[src/verilog/ccr_pkg.sv]
// package: offsets, fields, resets and carriers of the can core control registers
// ---------------------------------------------------------------------------
// ---------------------------------------------------------------------------
`default_nettype none
package ccr_pkg;
    localparam logic [7:0]  CCR_OFF_BYTE_ORDER = 8'h04;
    localparam logic [7:0]  CCR_OFF_FAST_TIME  = 8'h0c;
    localparam logic [7:0]  CCR_OFF_PIN_TEST   = 8'h10;
    localparam logic [7:0]  CCR_OFF_RAM_WDOG   = 8'h14;
    localparam logic [7:0]  CCR_OFF_CORE_CTRL  = 8'h18;
    localparam logic [31:0] CCR_BYTE_ORDER_WORD = 32'h87654321;
    localparam logic [31:0] CCR_FAST_TIME_RST   = 32'h00000a33;
    localparam logic [31:0] CCR_CORE_CTRL_RST   = 32'h00000001;
    localparam int CCR_B_INIT  = 0;
    localparam int CCR_B_UNLK  = 1;
    localparam int CCR_B_RESTR = 2;
    localparam int CCR_B_HACK  = 3;
    localparam int CCR_B_HREQ  = 4;
    localparam int CCR_B_LSTN  = 5;
    localparam int CCR_B_TEST  = 7;
    localparam int CCR_B_FILT  = 13;
    localparam int CCR_B_PAUSE = 14;
    localparam int CCR_B_DCOMP = 23;
    localparam logic [31:0] CCR_CORE_WMASK = 32'h0000fff7;
    localparam logic [31:0] CCR_FAST_WMASK = 32'h009f1fff;
    localparam int CCR_B_LOOP = 4;
    localparam logic [1:0] CCR_TX_CORE = 2'h0;
    localparam logic [1:0] CCR_TX_SAMP = 2'h1;
    localparam logic [1:0] CCR_TX_DOM  = 2'h2;
    localparam logic [1:0] CCR_TX_REC  = 2'h3;
    localparam logic [1:0] CCR_RESP_OKAY   = 2'h0;
    localparam logic [1:0] CCR_RESP_SLVERR = 2'h2;
    // core-facing status, from the protocol engine on aclk
    typedef struct packed {
        logic       started_number_valid;
        logic [4:0] started_buffer_number;
        logic       prepared_number_valid;
        logic [4:0] prepared_buffer_number;
        logic       xfers_idle;
        logic       tx_core;
        logic       sample_point;
    } ccr_core_s;
    // timing fields presented to the bit timing logic, counts plus one, bit quanta plus three
    typedef struct packed {
        logic [5:0] quantum_clocks;
        logic [5:0] seg_before;
        logic [4:0] seg_after;
        logic [4:0] jump_width;
        logic [6:0] bit_quanta;
        logic       tx_delay_comp_enable;
    } ccr_timing_s;
endpackage
`default_nettype wire

[src/verilog/ccr_regs.sv]
// can core control register bank with axi4-lite slave and ram watchdog
//
// The AXI4-Lite register port was chosen for this implementation.
`default_nettype none
module ccr_regs (
    input  wire logic                 aclk,
    input  wire logic                 aresetn,
    input  wire logic [7:0]           s_awaddr,
    input  wire logic                 s_awvalid,
    output logic                      s_awready,
    input  wire logic [31:0]          s_wdata,
    input  wire logic [3:0]           s_wstrb,
    input  wire logic                 s_wvalid,
    output logic                      s_wready,
    output logic [1:0]                s_bresp,
    output logic                      s_bvalid,
    input  wire logic                 s_bready,
    input  wire logic [7:0]           s_araddr,
    input  wire logic                 s_arvalid,
    output logic                      s_arready,
    output logic [31:0]               s_rdata,
    output logic [1:0]                s_rresp,
    output logic                      s_rvalid,
    input  wire logic                 s_rready,
    input  wire logic                 can_rx_pin,
    output logic                      can_tx_pin,
    output logic                      loopback_enable,
    input  wire ccr_pkg::ccr_core_s   core_status,
    output ccr_pkg::ccr_timing_s      fast_timing,
    output logic                      transmit_pause_enable,
    output logic                      integration_edge_filter,
    output logic                      bus_listen_only,
    output logic                      restricted_operation,
    output logic                      core_init,
    input  wire logic                 ram_select,
    input  wire logic                 ram_ready,
    output logic                      ram_timeout_flag
);
    import ccr_pkg::*;

    // ---------------------------------------------------------------------------
    // registers
    // ---------------------------------------------------------------------------
    logic [31:0] fast_r;
    logic [31:0] core_r;
    logic [1:0]  tx_sel_r;
    logic        loop_r;
    logic [7:0]  wd_start_r;
    logic [7:0]  wd_count_r;
    logic        wd_run_r;
    logic        wd_flag_r;
    logic        rx_s1_r;
    logic        rx_s2_r;
    logic        tx_pin_r;
    logic        aw_held_r;
    logic        w_held_r;
    logic [7:0]  aw_addr_r;
    logic [31:0] w_data_r;
    logic [3:0]  w_strb_r;
    logic        bvalid_r;
    logic [1:0]  bresp_r;
    logic        rvalid_r;
    logic [31:0] rdata_r;
    logic [1:0]  rresp_r;

    function automatic logic [31:0] ccr_merge(input logic [31:0] old_v, input logic [31:0] new_v,
                                              input logic [3:0] strb);
        logic [31:0] res;
        res = old_v;
        for (int i = 0; i < 4; i++) begin
            if (strb[i]) begin
                res[i*8 +: 8] = new_v[i*8 +: 8];
            end
        end
        return res;
    endfunction

    function automatic logic ccr_mapped(input logic [7:0] a);
        return (a == CCR_OFF_BYTE_ORDER) || (a == CCR_OFF_FAST_TIME) || (a == CCR_OFF_PIN_TEST) ||
               (a == CCR_OFF_RAM_WDOG) || (a == CCR_OFF_CORE_CTRL);
    endfunction

    // ---------------------------------------------------------------------------
    // write channel: address and data may arrive in either order
    // ---------------------------------------------------------------------------
    wire         do_write   = aw_held_r && w_held_r && !bvalid_r;
    wire [7:0]   wr_addr    = {aw_addr_r[7:2], 2'b00};
    wire         unlocked   = core_r[CCR_B_UNLK] && core_r[CCR_B_INIT];
    wire         wr_fast    = do_write && (wr_addr == CCR_OFF_FAST_TIME) && unlocked;
    wire         wr_test    = do_write && (wr_addr == CCR_OFF_PIN_TEST) && core_r[CCR_B_TEST];
    wire         wr_wdog    = do_write && (wr_addr == CCR_OFF_RAM_WDOG) && unlocked;
    wire         wr_core    = do_write && (wr_addr == CCR_OFF_CORE_CTRL);
    wire [31:0]  core_wv    = ccr_merge(core_r, w_data_r, w_strb_r);
    wire [31:0]  test_wv    = ccr_merge({25'h0, tx_sel_r, loop_r, 4'h0}, w_data_r, w_strb_r);
    wire [31:0]  wdog_wv    = ccr_merge({24'h0, wd_start_r}, w_data_r, w_strb_r);

    assign s_awready = !aw_held_r;
    assign s_wready  = !w_held_r;
    assign s_bvalid  = bvalid_r;
    assign s_bresp   = bresp_r;

    always_ff @(posedge aclk) begin
        if (!aresetn) begin
            aw_held_r <= 1'b0;
            w_held_r  <= 1'b0;
            aw_addr_r <= 8'h00;
            w_data_r  <= 32'h0;
            w_strb_r  <= 4'h0;
            bvalid_r  <= 1'b0;
            bresp_r   <= CCR_RESP_OKAY;
        end else begin
            if (s_awvalid && !aw_held_r) begin
                aw_held_r <= 1'b1;
                aw_addr_r <= s_awaddr;
            end
            if (s_wvalid && !w_held_r) begin
                w_held_r <= 1'b1;
                w_data_r <= s_wdata;
                w_strb_r <= s_wstrb;
            end
            if (do_write) begin
                aw_held_r <= 1'b0;
                w_held_r  <= 1'b0;
                bvalid_r  <= 1'b1;
                bresp_r   <= ccr_mapped(wr_addr) ? CCR_RESP_OKAY : CCR_RESP_SLVERR;
            end else if (bvalid_r && s_bready) begin
                bvalid_r <= 1'b0;
            end
        end
    end

    // ---------------------------------------------------------------------------
    // core control: protected sets, free clears, clock halt sequence
    // ---------------------------------------------------------------------------
    logic [31:0] core_nxt;
    always_comb begin
        core_nxt = core_r;
        if (wr_core) begin
            core_nxt = (core_wv & CCR_CORE_WMASK) | (core_r & ~CCR_CORE_WMASK);
            core_nxt[CCR_B_UNLK] = core_wv[CCR_B_UNLK] & core_nxt[CCR_B_INIT];
            // listen only and restricted may rise only when unlocked, fall anytime
            core_nxt[CCR_B_LSTN]  = core_wv[CCR_B_LSTN] & (core_r[CCR_B_LSTN] | unlocked);
            core_nxt[CCR_B_RESTR] = core_wv[CCR_B_RESTR] & (core_r[CCR_B_RESTR] | unlocked);
        end
        // init first, ack one cycle later; dropping the request drops the ack
        if (core_nxt[CCR_B_HREQ] && core_status.xfers_idle) begin
            core_nxt[CCR_B_INIT] = 1'b1;
        end
        core_nxt[CCR_B_HACK] = core_nxt[CCR_B_HREQ] && core_r[CCR_B_INIT] && core_nxt[CCR_B_INIT] &&
                               core_status.xfers_idle;
    end

    always_ff @(posedge aclk) begin
        if (!aresetn) begin
            core_r <= CCR_CORE_CTRL_RST;
            fast_r <= CCR_FAST_TIME_RST;
        end else begin
            core_r <= core_nxt;
            if (wr_fast) begin
                fast_r <= ccr_merge(fast_r, w_data_r, w_strb_r) & CCR_FAST_WMASK;
            end
        end
    end

    // ---------------------------------------------------------------------------
    // fast phase timing outputs, each count plus one, bit quanta plus three
    // ---------------------------------------------------------------------------
    ccr_timing_s timing_nxt;
    ccr_timing_s timing_r;
    assign timing_nxt.quantum_clocks = {1'b0, fast_r[20:16]} + 6'd1;
    assign timing_nxt.seg_before     = {1'b0, fast_r[12:8]} + 6'd1;
    assign timing_nxt.seg_after      = {1'b0, fast_r[7:4]} + 5'd1;
    assign timing_nxt.jump_width     = {1'b0, fast_r[3:0]} + 5'd1;
    // sync segment plus both segments: programmed values plus three
    assign timing_nxt.bit_quanta     = {2'b0, fast_r[12:8]} + {3'b0, fast_r[7:4]} + 7'd3;
    // prescaler range with delay compensation is left to software
    assign timing_nxt.tx_delay_comp_enable = fast_r[CCR_B_DCOMP];
    // no reset of its own: it trails fast_r by one cycle, and fast_r is reset
    always_ff @(posedge aclk) begin
        timing_r <= timing_nxt;
    end
    assign fast_timing = timing_r;

    assign transmit_pause_enable   = core_r[CCR_B_PAUSE];
    assign integration_edge_filter = core_r[CCR_B_FILT];
    assign bus_listen_only         = core_r[CCR_B_LSTN];
    assign restricted_operation    = core_r[CCR_B_RESTR];
    assign core_init               = core_r[CCR_B_INIT];

    // ---------------------------------------------------------------------------
    // pin test: receive sync, transmit source, loopback
    // ---------------------------------------------------------------------------
    logic tx_pin_nxt;
    always_comb begin
        case (tx_sel_r)
            CCR_TX_CORE: tx_pin_nxt = core_status.tx_core; // core updates it at bit end
            CCR_TX_SAMP: tx_pin_nxt = core_status.sample_point;
            CCR_TX_DOM:  tx_pin_nxt = 1'b0;
            CCR_TX_REC:  tx_pin_nxt = 1'b1;
            default:     tx_pin_nxt = 1'b1;
        endcase
    end

    always_ff @(posedge aclk) begin
        if (!aresetn) begin
            rx_s1_r  <= 1'b1;
            rx_s2_r  <= 1'b1;
            tx_pin_r <= 1'b1;
            tx_sel_r <= CCR_TX_CORE;
            loop_r   <= 1'b0;
        end else begin
            rx_s1_r  <= can_rx_pin;
            rx_s2_r  <= rx_s1_r;
            tx_pin_r <= tx_pin_nxt; // core bit reaches the pin at the first edge after it
            if (!core_r[CCR_B_TEST]) begin
                tx_sel_r <= CCR_TX_CORE;
                loop_r   <= 1'b0;
            end else if (wr_test) begin
                tx_sel_r <= test_wv[6:5];
                loop_r   <= test_wv[CCR_B_LOOP];
            end
        end
    end
    assign can_tx_pin      = tx_pin_r;
    assign loopback_enable = loop_r;

    // ---------------------------------------------------------------------------
    // ram watchdog on the host clock
    // ---------------------------------------------------------------------------
    wire wd_enabled = (wd_start_r != 8'h00);
    wire wd_expire  = wd_run_r && !ram_ready && (wd_count_r == 8'h01);
    always_ff @(posedge aclk) begin
        if (!aresetn) begin
            wd_start_r <= 8'h00;
            wd_count_r <= 8'h00;
            wd_run_r   <= 1'b0;
            wd_flag_r  <= 1'b0;
        end else begin
            if (wr_wdog) begin
                wd_start_r <= wdog_wv[7:0];
            end
            if (!wd_enabled) begin
                wd_run_r <= 1'b0;
            end else if (ram_ready) begin
                wd_count_r <= wd_start_r;
                wd_run_r   <= 1'b0; // access done; a select still held restarts it next cycle
            end else if (ram_select && !wd_run_r && wd_count_r != 8'h00) begin
                wd_count_r <= wd_start_r;
                wd_run_r   <= 1'b1;
            end else if (ram_select && !wd_run_r && wd_flag_r == 1'b0) begin
                wd_count_r <= wd_start_r;
                wd_run_r   <= 1'b1;
            end else if (wd_run_r) begin
                wd_count_r <= wd_count_r - 8'h01;
                if (wd_expire) begin
                    wd_run_r <= 1'b0;
                end
            end
            // set wins over the clear of the same cycle
            if (wd_expire) begin
                wd_flag_r <= 1'b1;
            end else if (wr_wdog && w_data_r[31]) begin
                wd_flag_r <= 1'b0;
            end
        end
    end
    assign ram_timeout_flag = wd_flag_r;

    // ---------------------------------------------------------------------------
    // read channel
    // ---------------------------------------------------------------------------
    wire [7:0]  rd_addr  = {s_araddr[7:2], 2'b00};
    wire [31:0] test_rd  = {10'h0, core_status.started_number_valid, core_status.started_buffer_number,
                            2'h0, core_status.prepared_number_valid, core_status.prepared_buffer_number,
                            rx_s2_r, tx_sel_r, loop_r, 4'h0};
    logic [31:0] rd_mux;
    always_comb begin
        case (rd_addr)
            CCR_OFF_BYTE_ORDER: rd_mux = CCR_BYTE_ORDER_WORD;
            CCR_OFF_FAST_TIME:  rd_mux = fast_r;
            CCR_OFF_PIN_TEST:   rd_mux = test_rd;
            CCR_OFF_RAM_WDOG:   rd_mux = {wd_flag_r, 15'h0, wd_count_r, wd_start_r};
            CCR_OFF_CORE_CTRL:  rd_mux = core_r;
            default:            rd_mux = 32'h0;
        endcase
    end
    assign s_arready = !rvalid_r;
    assign s_rvalid  = rvalid_r;
    assign s_rdata   = rdata_r;
    assign s_rresp   = rresp_r;
    always_ff @(posedge aclk) begin
        if (!aresetn) begin
            rvalid_r <= 1'b0;
            rdata_r  <= 32'h0;
            rresp_r  <= CCR_RESP_OKAY;
        end else if (s_arvalid && !rvalid_r) begin
            rvalid_r <= 1'b1;
            rdata_r  <= rd_mux;
            rresp_r  <= ccr_mapped(rd_addr) ? CCR_RESP_OKAY : CCR_RESP_SLVERR;
        end else if (rvalid_r && s_rready) begin
            rvalid_r <= 1'b0;
        end
    end

    // ---------------------------------------------------------------------------
    // checks
    // ---------------------------------------------------------------------------
    chk_fast_protect: assert property (@(posedge aclk) disable iff (!aresetn)
        !unlocked |=> $stable(fast_r)) else $error("fast timing changed while locked");
    chk_unlock_init: assert property (@(posedge aclk) disable iff (!aresetn)
        core_r[CCR_B_UNLK] |-> core_r[CCR_B_INIT]) else $error("unlock without init");
    chk_listen_set: assert property (@(posedge aclk) disable iff (!aresetn)
        $rose(core_r[CCR_B_LSTN]) |-> $past(unlocked)) else $error("listen only set while locked");
    chk_restr_set: assert property (@(posedge aclk) disable iff (!aresetn)
        $rose(core_r[CCR_B_RESTR]) |-> $past(unlocked)) else $error("restricted set while locked");
    chk_halt_order: assert property (@(posedge aclk) disable iff (!aresetn)
        $rose(core_r[CCR_B_HACK]) |-> $past(core_r[CCR_B_INIT])) else $error("ack before init");
    chk_test_clear: assert property (@(posedge aclk) disable iff (!aresetn)
        !core_r[CCR_B_TEST] |=> (tx_sel_r == CCR_TX_CORE) && !loop_r) else $error("test not reset");
    chk_tx_forced: assert property (@(posedge aclk) disable iff (!aresetn)
        (tx_sel_r == CCR_TX_DOM) |=> !can_tx_pin) else $error("forced dominant not driven");
    chk_rx_mirror: assert property (@(posedge aclk) disable iff (!aresetn)
        1'b1 |-> ##2 (test_rd[7] == $past(can_rx_pin, 2))) else $error("receive bit stale");
    chk_wd_timeout: assert property (@(posedge aclk) disable iff (!aresetn)
        wd_expire |=> wd_flag_r && !wd_run_r && wd_count_r == 8'h00) else $error("watchdog not stopped");
    chk_wd_off: assert property (@(posedge aclk) disable iff (!aresetn)
        !wd_enabled |=> !wd_run_r) else $error("watchdog ran while disabled");
    cov_write_ok: cover property (@(posedge aclk) disable iff (!aresetn) wr_fast);
    cov_halt: cover property (@(posedge aclk) disable iff (!aresetn) $rose(core_r[CCR_B_HACK]));
    cov_wd_fire: cover property (@(posedge aclk) disable iff (!aresetn) wd_expire);
    chk_tx_core: assert property (@(posedge aclk) disable iff (!aresetn)
        (tx_sel_r == CCR_TX_CORE) |=> can_tx_pin == $past(core_status.tx_core)) else $error("core bit not on pin");
    chk_wd_start: assert property (@(posedge aclk) disable iff (!aresetn)
        ram_select && !wd_run_r && wd_enabled && !ram_ready && !wd_flag_r |=> wd_run_r &&
        wd_count_r == $past(wd_start_r)) else $error("watchdog not started");
    chk_wd_reload: assert property (@(posedge aclk) disable iff (!aresetn)
        ram_ready && wd_enabled |=> !wd_run_r &&
        wd_count_r == $past(wd_start_r)) else $error("watchdog not reloaded");
    chk_halt_init: assert property (@(posedge aclk) disable iff (!aresetn)
        core_r[CCR_B_HREQ] && core_status.xfers_idle && !wr_core |=>
        core_r[CCR_B_INIT]) else $error("init not set on halt request");
    chk_wdog_lock: assert property (@(posedge aclk) disable iff (!aresetn)
        !unlocked |=> $stable(wd_start_r)) else $error("watchdog start changed while locked");
    cov_listen_set: cover property (@(posedge aclk) disable iff (!aresetn) $rose(core_r[CCR_B_LSTN]));
    cov_tx_dominant: cover property (@(posedge aclk) disable iff (!aresetn) tx_sel_r == CCR_TX_DOM);
endmodule
`default_nettype wire

[config.mk]
export PLATFORM = sky130hd
export DESIGN_NAME = ccr_regs
export DESIGN_NICKNAME = d
export VERILOG_FILES = /design/src/verilog/ccr_pkg.sv /design/src/verilog/ccr_regs.sv
export SDC_FILE = /design/constraint.sdc
export NUM_CORES = 1
export LEC_CHECK = 0
export ABC_AREA = 1
export ABC_CLOCK_PERIOD_IN_PS = 1700
export BUFFER_PORTS_ARGS = -buffer_cell sky130_fd_sc_hd__clkbuf_2
export CORE_ASPECT_RATIO = 0.5
export CORE_UTILIZATION = 40
export CTS_BUF_LIST = sky130_fd_sc_hd__clkbuf_4
export DETAILED_ROUTE_END_ITERATION = 8
export PLACE_DENSITY = 0.64
export SLEW_MARGIN = 20
export SYNTH_ARGS = -nofsm -noshare
export SYNTH_HDL_FRONTEND = slang
export SYNTH_SLANG_ARGS = --single-unit
[constraint.sdc]
create_clock -name aclk -period 1.7 [get_ports aclk]
set_input_delay 0.34 -clock aclk [delete_from_list [all_inputs] [get_ports aclk]]
set_output_delay 0.34 -clock aclk [all_outputs]
set_load 0.01 [all_outputs]
======== Word-level counts from Yosys, hierarchy flattened ========
Index checks and enable logic that the tools add are counted.
storage, ports and cells
  output and inout port bits .............. 79
  bits in registers ....................... 188
operators by class
  add/sub/neg operators ................... 7
  multiplexer cells ....................... 22
  equality and inequality tests ........... 14
  reduce and logical (&&, ||, !) cells .... 55
  bitwise logic cells ..................... 9
operator list
  kind                                              count
  case mux 32 bit (5 select lines)                  1
  two-way mux 8 bit                                 6
  == test 6 x 3 -> 1 bit, second input constant     6
  OR 16 x 32 -> 32 bit                              1
  logical AND 1 bit                                 25
  nonzero test 8 bit                                2
  AND reduction 2 bit                               7
  adder 5 x 1 -> 6 bit, second input constant       2
  == test 6 x 1 -> 1 bit, second input constant     2
  == test 6 x 2 -> 1 bit, second input constant     2
  two-way mux 1 bit                                 11
  adder 4 x 1 -> 5 bit, second input constant       2
  == test 8 x 1 -> 1 bit, second input constant     1
  logical OR 1 bit                                  8
  subtractor 8 x 1 -> 8 bit, second input constant  1
  adder 6 x 2 -> 7 bit, second input constant       1
  adder 5 x 4 -> 6 bit                              1
  logical NOT 1 bit                                 6
  nonzero test 2 bit                                3
  two-way mux 5 bit                                 1
  == test 2 bit, second input constant              2
  two-way mux 2 bit                                 2
  case mux 1 bit (4 select lines)                   1
  nonzero test 4 bit                                1
  other kinds (7)                                   12

======== Logic depth before layout (Yosys ltp) ========
  depth after elaboration ................. 8
  mapped depth ............................ 10

======== Worst setup path before layout ========
No wires, ideal clock.
  kind .................................... reg-to-reg
  from .................................... register fast_r[5]
  to ...................................... register timing_r, in the netlist fast_timing[4]
  required time ........................... 1582 ps
  stages on the path, launching flop included .. 8
  arrival time ............................ 1422 ps
  library setup time ...................... 118 ps
  slack ................................... 160 ps
  clock period less this slack ............ 1540 ps
  cells stage by stage .................... dfxtp_1 -> inv_1 -> ha_1 -> inv_1 -> ha_1 -> inv_1 -> fa_1 -> xnor2_1
RTL lines
  item                      line             RTL
  start: declaration        ccr_regs.sv:44   logic [31:0] fast_r;
  start signal: assignment  ccr_regs.sv:160  fast_r <= ccr_merge(fast_r, w_data_r, w_strb_r) & CCR_FAST_WMASK;
  end signal: assignment    ccr_regs.sv:180  timing_r <= timing_nxt;
  end: declaration          ccr_regs.sv:169  ccr_timing_s timing_r;

==> results.json <==
{
  "status": "finished, final reports clean",
  "drt_first_iter_violations": 463,
  "vias_per_cell": 4.83,
  "async_reset_ff_frac": 0,
  "cts_inserted_buffers": 17,
  "skew_ns": 0.0265,
  "drt_wl_total_um": 17300,
  "wl_per_cell_um": 13.7,
  "synth_top_cell_by_area": "dfxtp_1",
  "synth_warnings": 0,
  "finalCritPeriodShare": 0.951,
  "setup_viol": 0,
  "synth_cell_types": 44,
  "drive_above_1_share": 0.250,
  "ir_worst_vdd_mv": 0.443,
  "synthFlopType": "dfxtp_1",
  "clockBufferDepth": 2,
  "grt_pass1_vias": 5577,
  "placed_area_sq_um": 7550,
  "die_x_um": 183,
  "core_sq_um": 15700,
  "worst_ep_arrival_time_ns": 2.08,
  "cap_viol_max_count": 0,
  "via_count": 6090,
  "min_period_ns": 1.62,
  "grt_max_degree": 44,
  "drtPass1Iterations": 6,
  "fmax_ghz": 0.619,
  "grt_util_all_layers": 0.214,
  "io_pins": 156,
  "synth_edf_count": 0,
  "nNetsFinal": 1119,
  "drc": 0,
  "synth_common_cells": "nand2_1, dfxtp_1, nor2_1",
  "worst_r2r_path_depth": 7,
  "power.total_w": 0.00642,
  "syn_area_per_cell_sq_um": 7.62,
  "place_congestion": 0.894,
  "rows": 32,
  "dieArea_sq_um": 16800,
  "path_clk_slew_ns": 0.15,
  "synthCells": 855,
  "leakagePower_nw": 3.75,
  "ys_seq_elements": 151,
  "synth.area.top_cells": "dfxtp_1, nand2_1, nor2_1",
  "grt_overflow": 0,
  "htreeDepth": 4,
  "cp.required_ns": 2.16,
  "yosysTopAreaCellShare": 0.464,
  "layout_setup_ws_ns": 0.0840,
  "cp_max_fo": 2,
  "ys_seq_area_frac": 0.464,
  "clkLatencyLatePin_ns": 0.56,
  "dpl.hpwl_um": 13200,
  "power.density_nw_per_um2": 797,
  "startpoint_type": "flip-flop",
  "worstHoldPathCells": 3,
  "final_area_sq_um": 8050,
  "rsz0062_at_grt": "true",
  "portBuffers": 134,
  "antenna_found_initial": 1,
  "die-height_um": 92.3,
  "path_class": "reg2reg",
  "drv_slew": 0,
  "cts-root-buf": "clkbuf_4",
  "cts_tree": "done",
  "tns_ns": 0,
  "pre_cts_ws_ns": 0.0416,
  "synth_most_common_cell": "nand2_1",
  "crit_path_end_kind": "flip-flop",
  "area_growth_syn_to_layout_pct": 23.5,
  "grt_pass1_wl_um": 28100,
  "clock_sinks": 151,
  "fin_util": 0.514,
  "hold_viol_final": 0,
  "initial_core_util": 0.416,
  "min_path_type": "in2reg",
  "ant_nets": 0,
  "netlist_area_sq_um": 6520
}
registers in the layout, summed over array words and instances (netlist names), 2 cells and up:
register and cells:
wd_count_r 8, tx_sel_r 2, fast_timing 29, w_strb_r 3, s_rdata 25, w_data_r 23, aw_addr_r 6, core_r 16
fast_r 19, wd_start_r 8
repair_timing:
action	4_1_cts	5_1_grt
endpoints found under the hold margin	15	0
pin swaps	1	2
buffers inserted	0	5
setup endpoints to repair	1	18
hold buffers	16	0
resized for setup	0	8
placed cells by master, fill, tap and decap left out, types with 6 or more instances in the layout:
| cell type | count |
|---|---|
| clkbuf_4 | 17 |
| xor2_1 | 14 |
| nand4_1 | 14 |
| dlygate4sd3_1 | 16 |
| dfxtp_1 | 148 |
| nor2_1 | 120 |
| nand2_1 | 181 |
| a21oi_1 | 68 |
| buf_4 | 37 |
| ha_1 | 13 |
| clkbuf_2 | 134 |
| inv_1 | 68 |
| nand3_1 | 43 |
| inv_2 | 9 |
| nand2_2 | 10 |
| clkinv_4 | 6 |
| o21ai_0 | 65 |
| conb_1 | 7 |
per-layer routing:
| layer | routed length (um) | GRT usage | vias up |
|---|---|---|---|
| met5 | 0 | 0 | - |
| met1 | 8340 | 0.296 | 2816 |
| li1 | - | - | 3081 |
| met4 | 158 | 0.0574 | 0 |
| met3 | 1060 | 0.0381 | 17 |
| met2 | 7770 | 0.344 | 176 |
final cells by class:
type	count	area, sq um
Antenna cell	1	2.50
Fill cell	1554	7600
Clock buffer	17	128
Multi-Input combinational cell	587	2990
Timing Repair Buffer	191	1190
Tap cell	221	277
Clock inverter	15	145
Sequential cell	151	3030
Inverter	79	297
logic make-up after synthesis:
group,synth area share
AND/OR/NAND/NOR,0.271
other,0.000575
flip-flops,0.464
AO/OA/AOI/OAI,0.130
XOR/XNOR,0.0202
adder cells (fa/ha/maj),0.0299
buffers and inverters,0.0846
final timing paths:
kind,start,endpoint,slack (ns)
hold reg to reg,fast_r[23],fast_timing[0],0.42
setup / recovery,fast_r[5],fast_timing[3],0.08
hold / removal,s_wdata[6],w_data_r[6],0.02
setup reg to reg,fast_r[5],fast_timing[3],0.08
through the flow:
step,hold WS (ns),std cells
CTS,0.000828,1256
floorplan,0.352,861
global placement,0.389,1208
global route,0.00425,1262
finish,0.0161,1262
detailed placement,0.388,1208
report_power, final:
part	total, W	switching [W]	internal, W
clock	0.00219	0.00143	0.000758
combinational	0.000536	0.000325	0.000211
sequential	0.00369	0.0000688	0.00362
total	0.00642	0.00182	0.00459
worst max-delay path, stage by stage, from the launching register on:
cell and delay [ns]:
dfxtp_2 0.35, inv_1 0.06, ha_1 0.28, inv_1 0.06
ha_1 0.15, inv_1 0.06, fa_2 0.51, inv_1 0.04
Power figures use the tool's default switching activity.
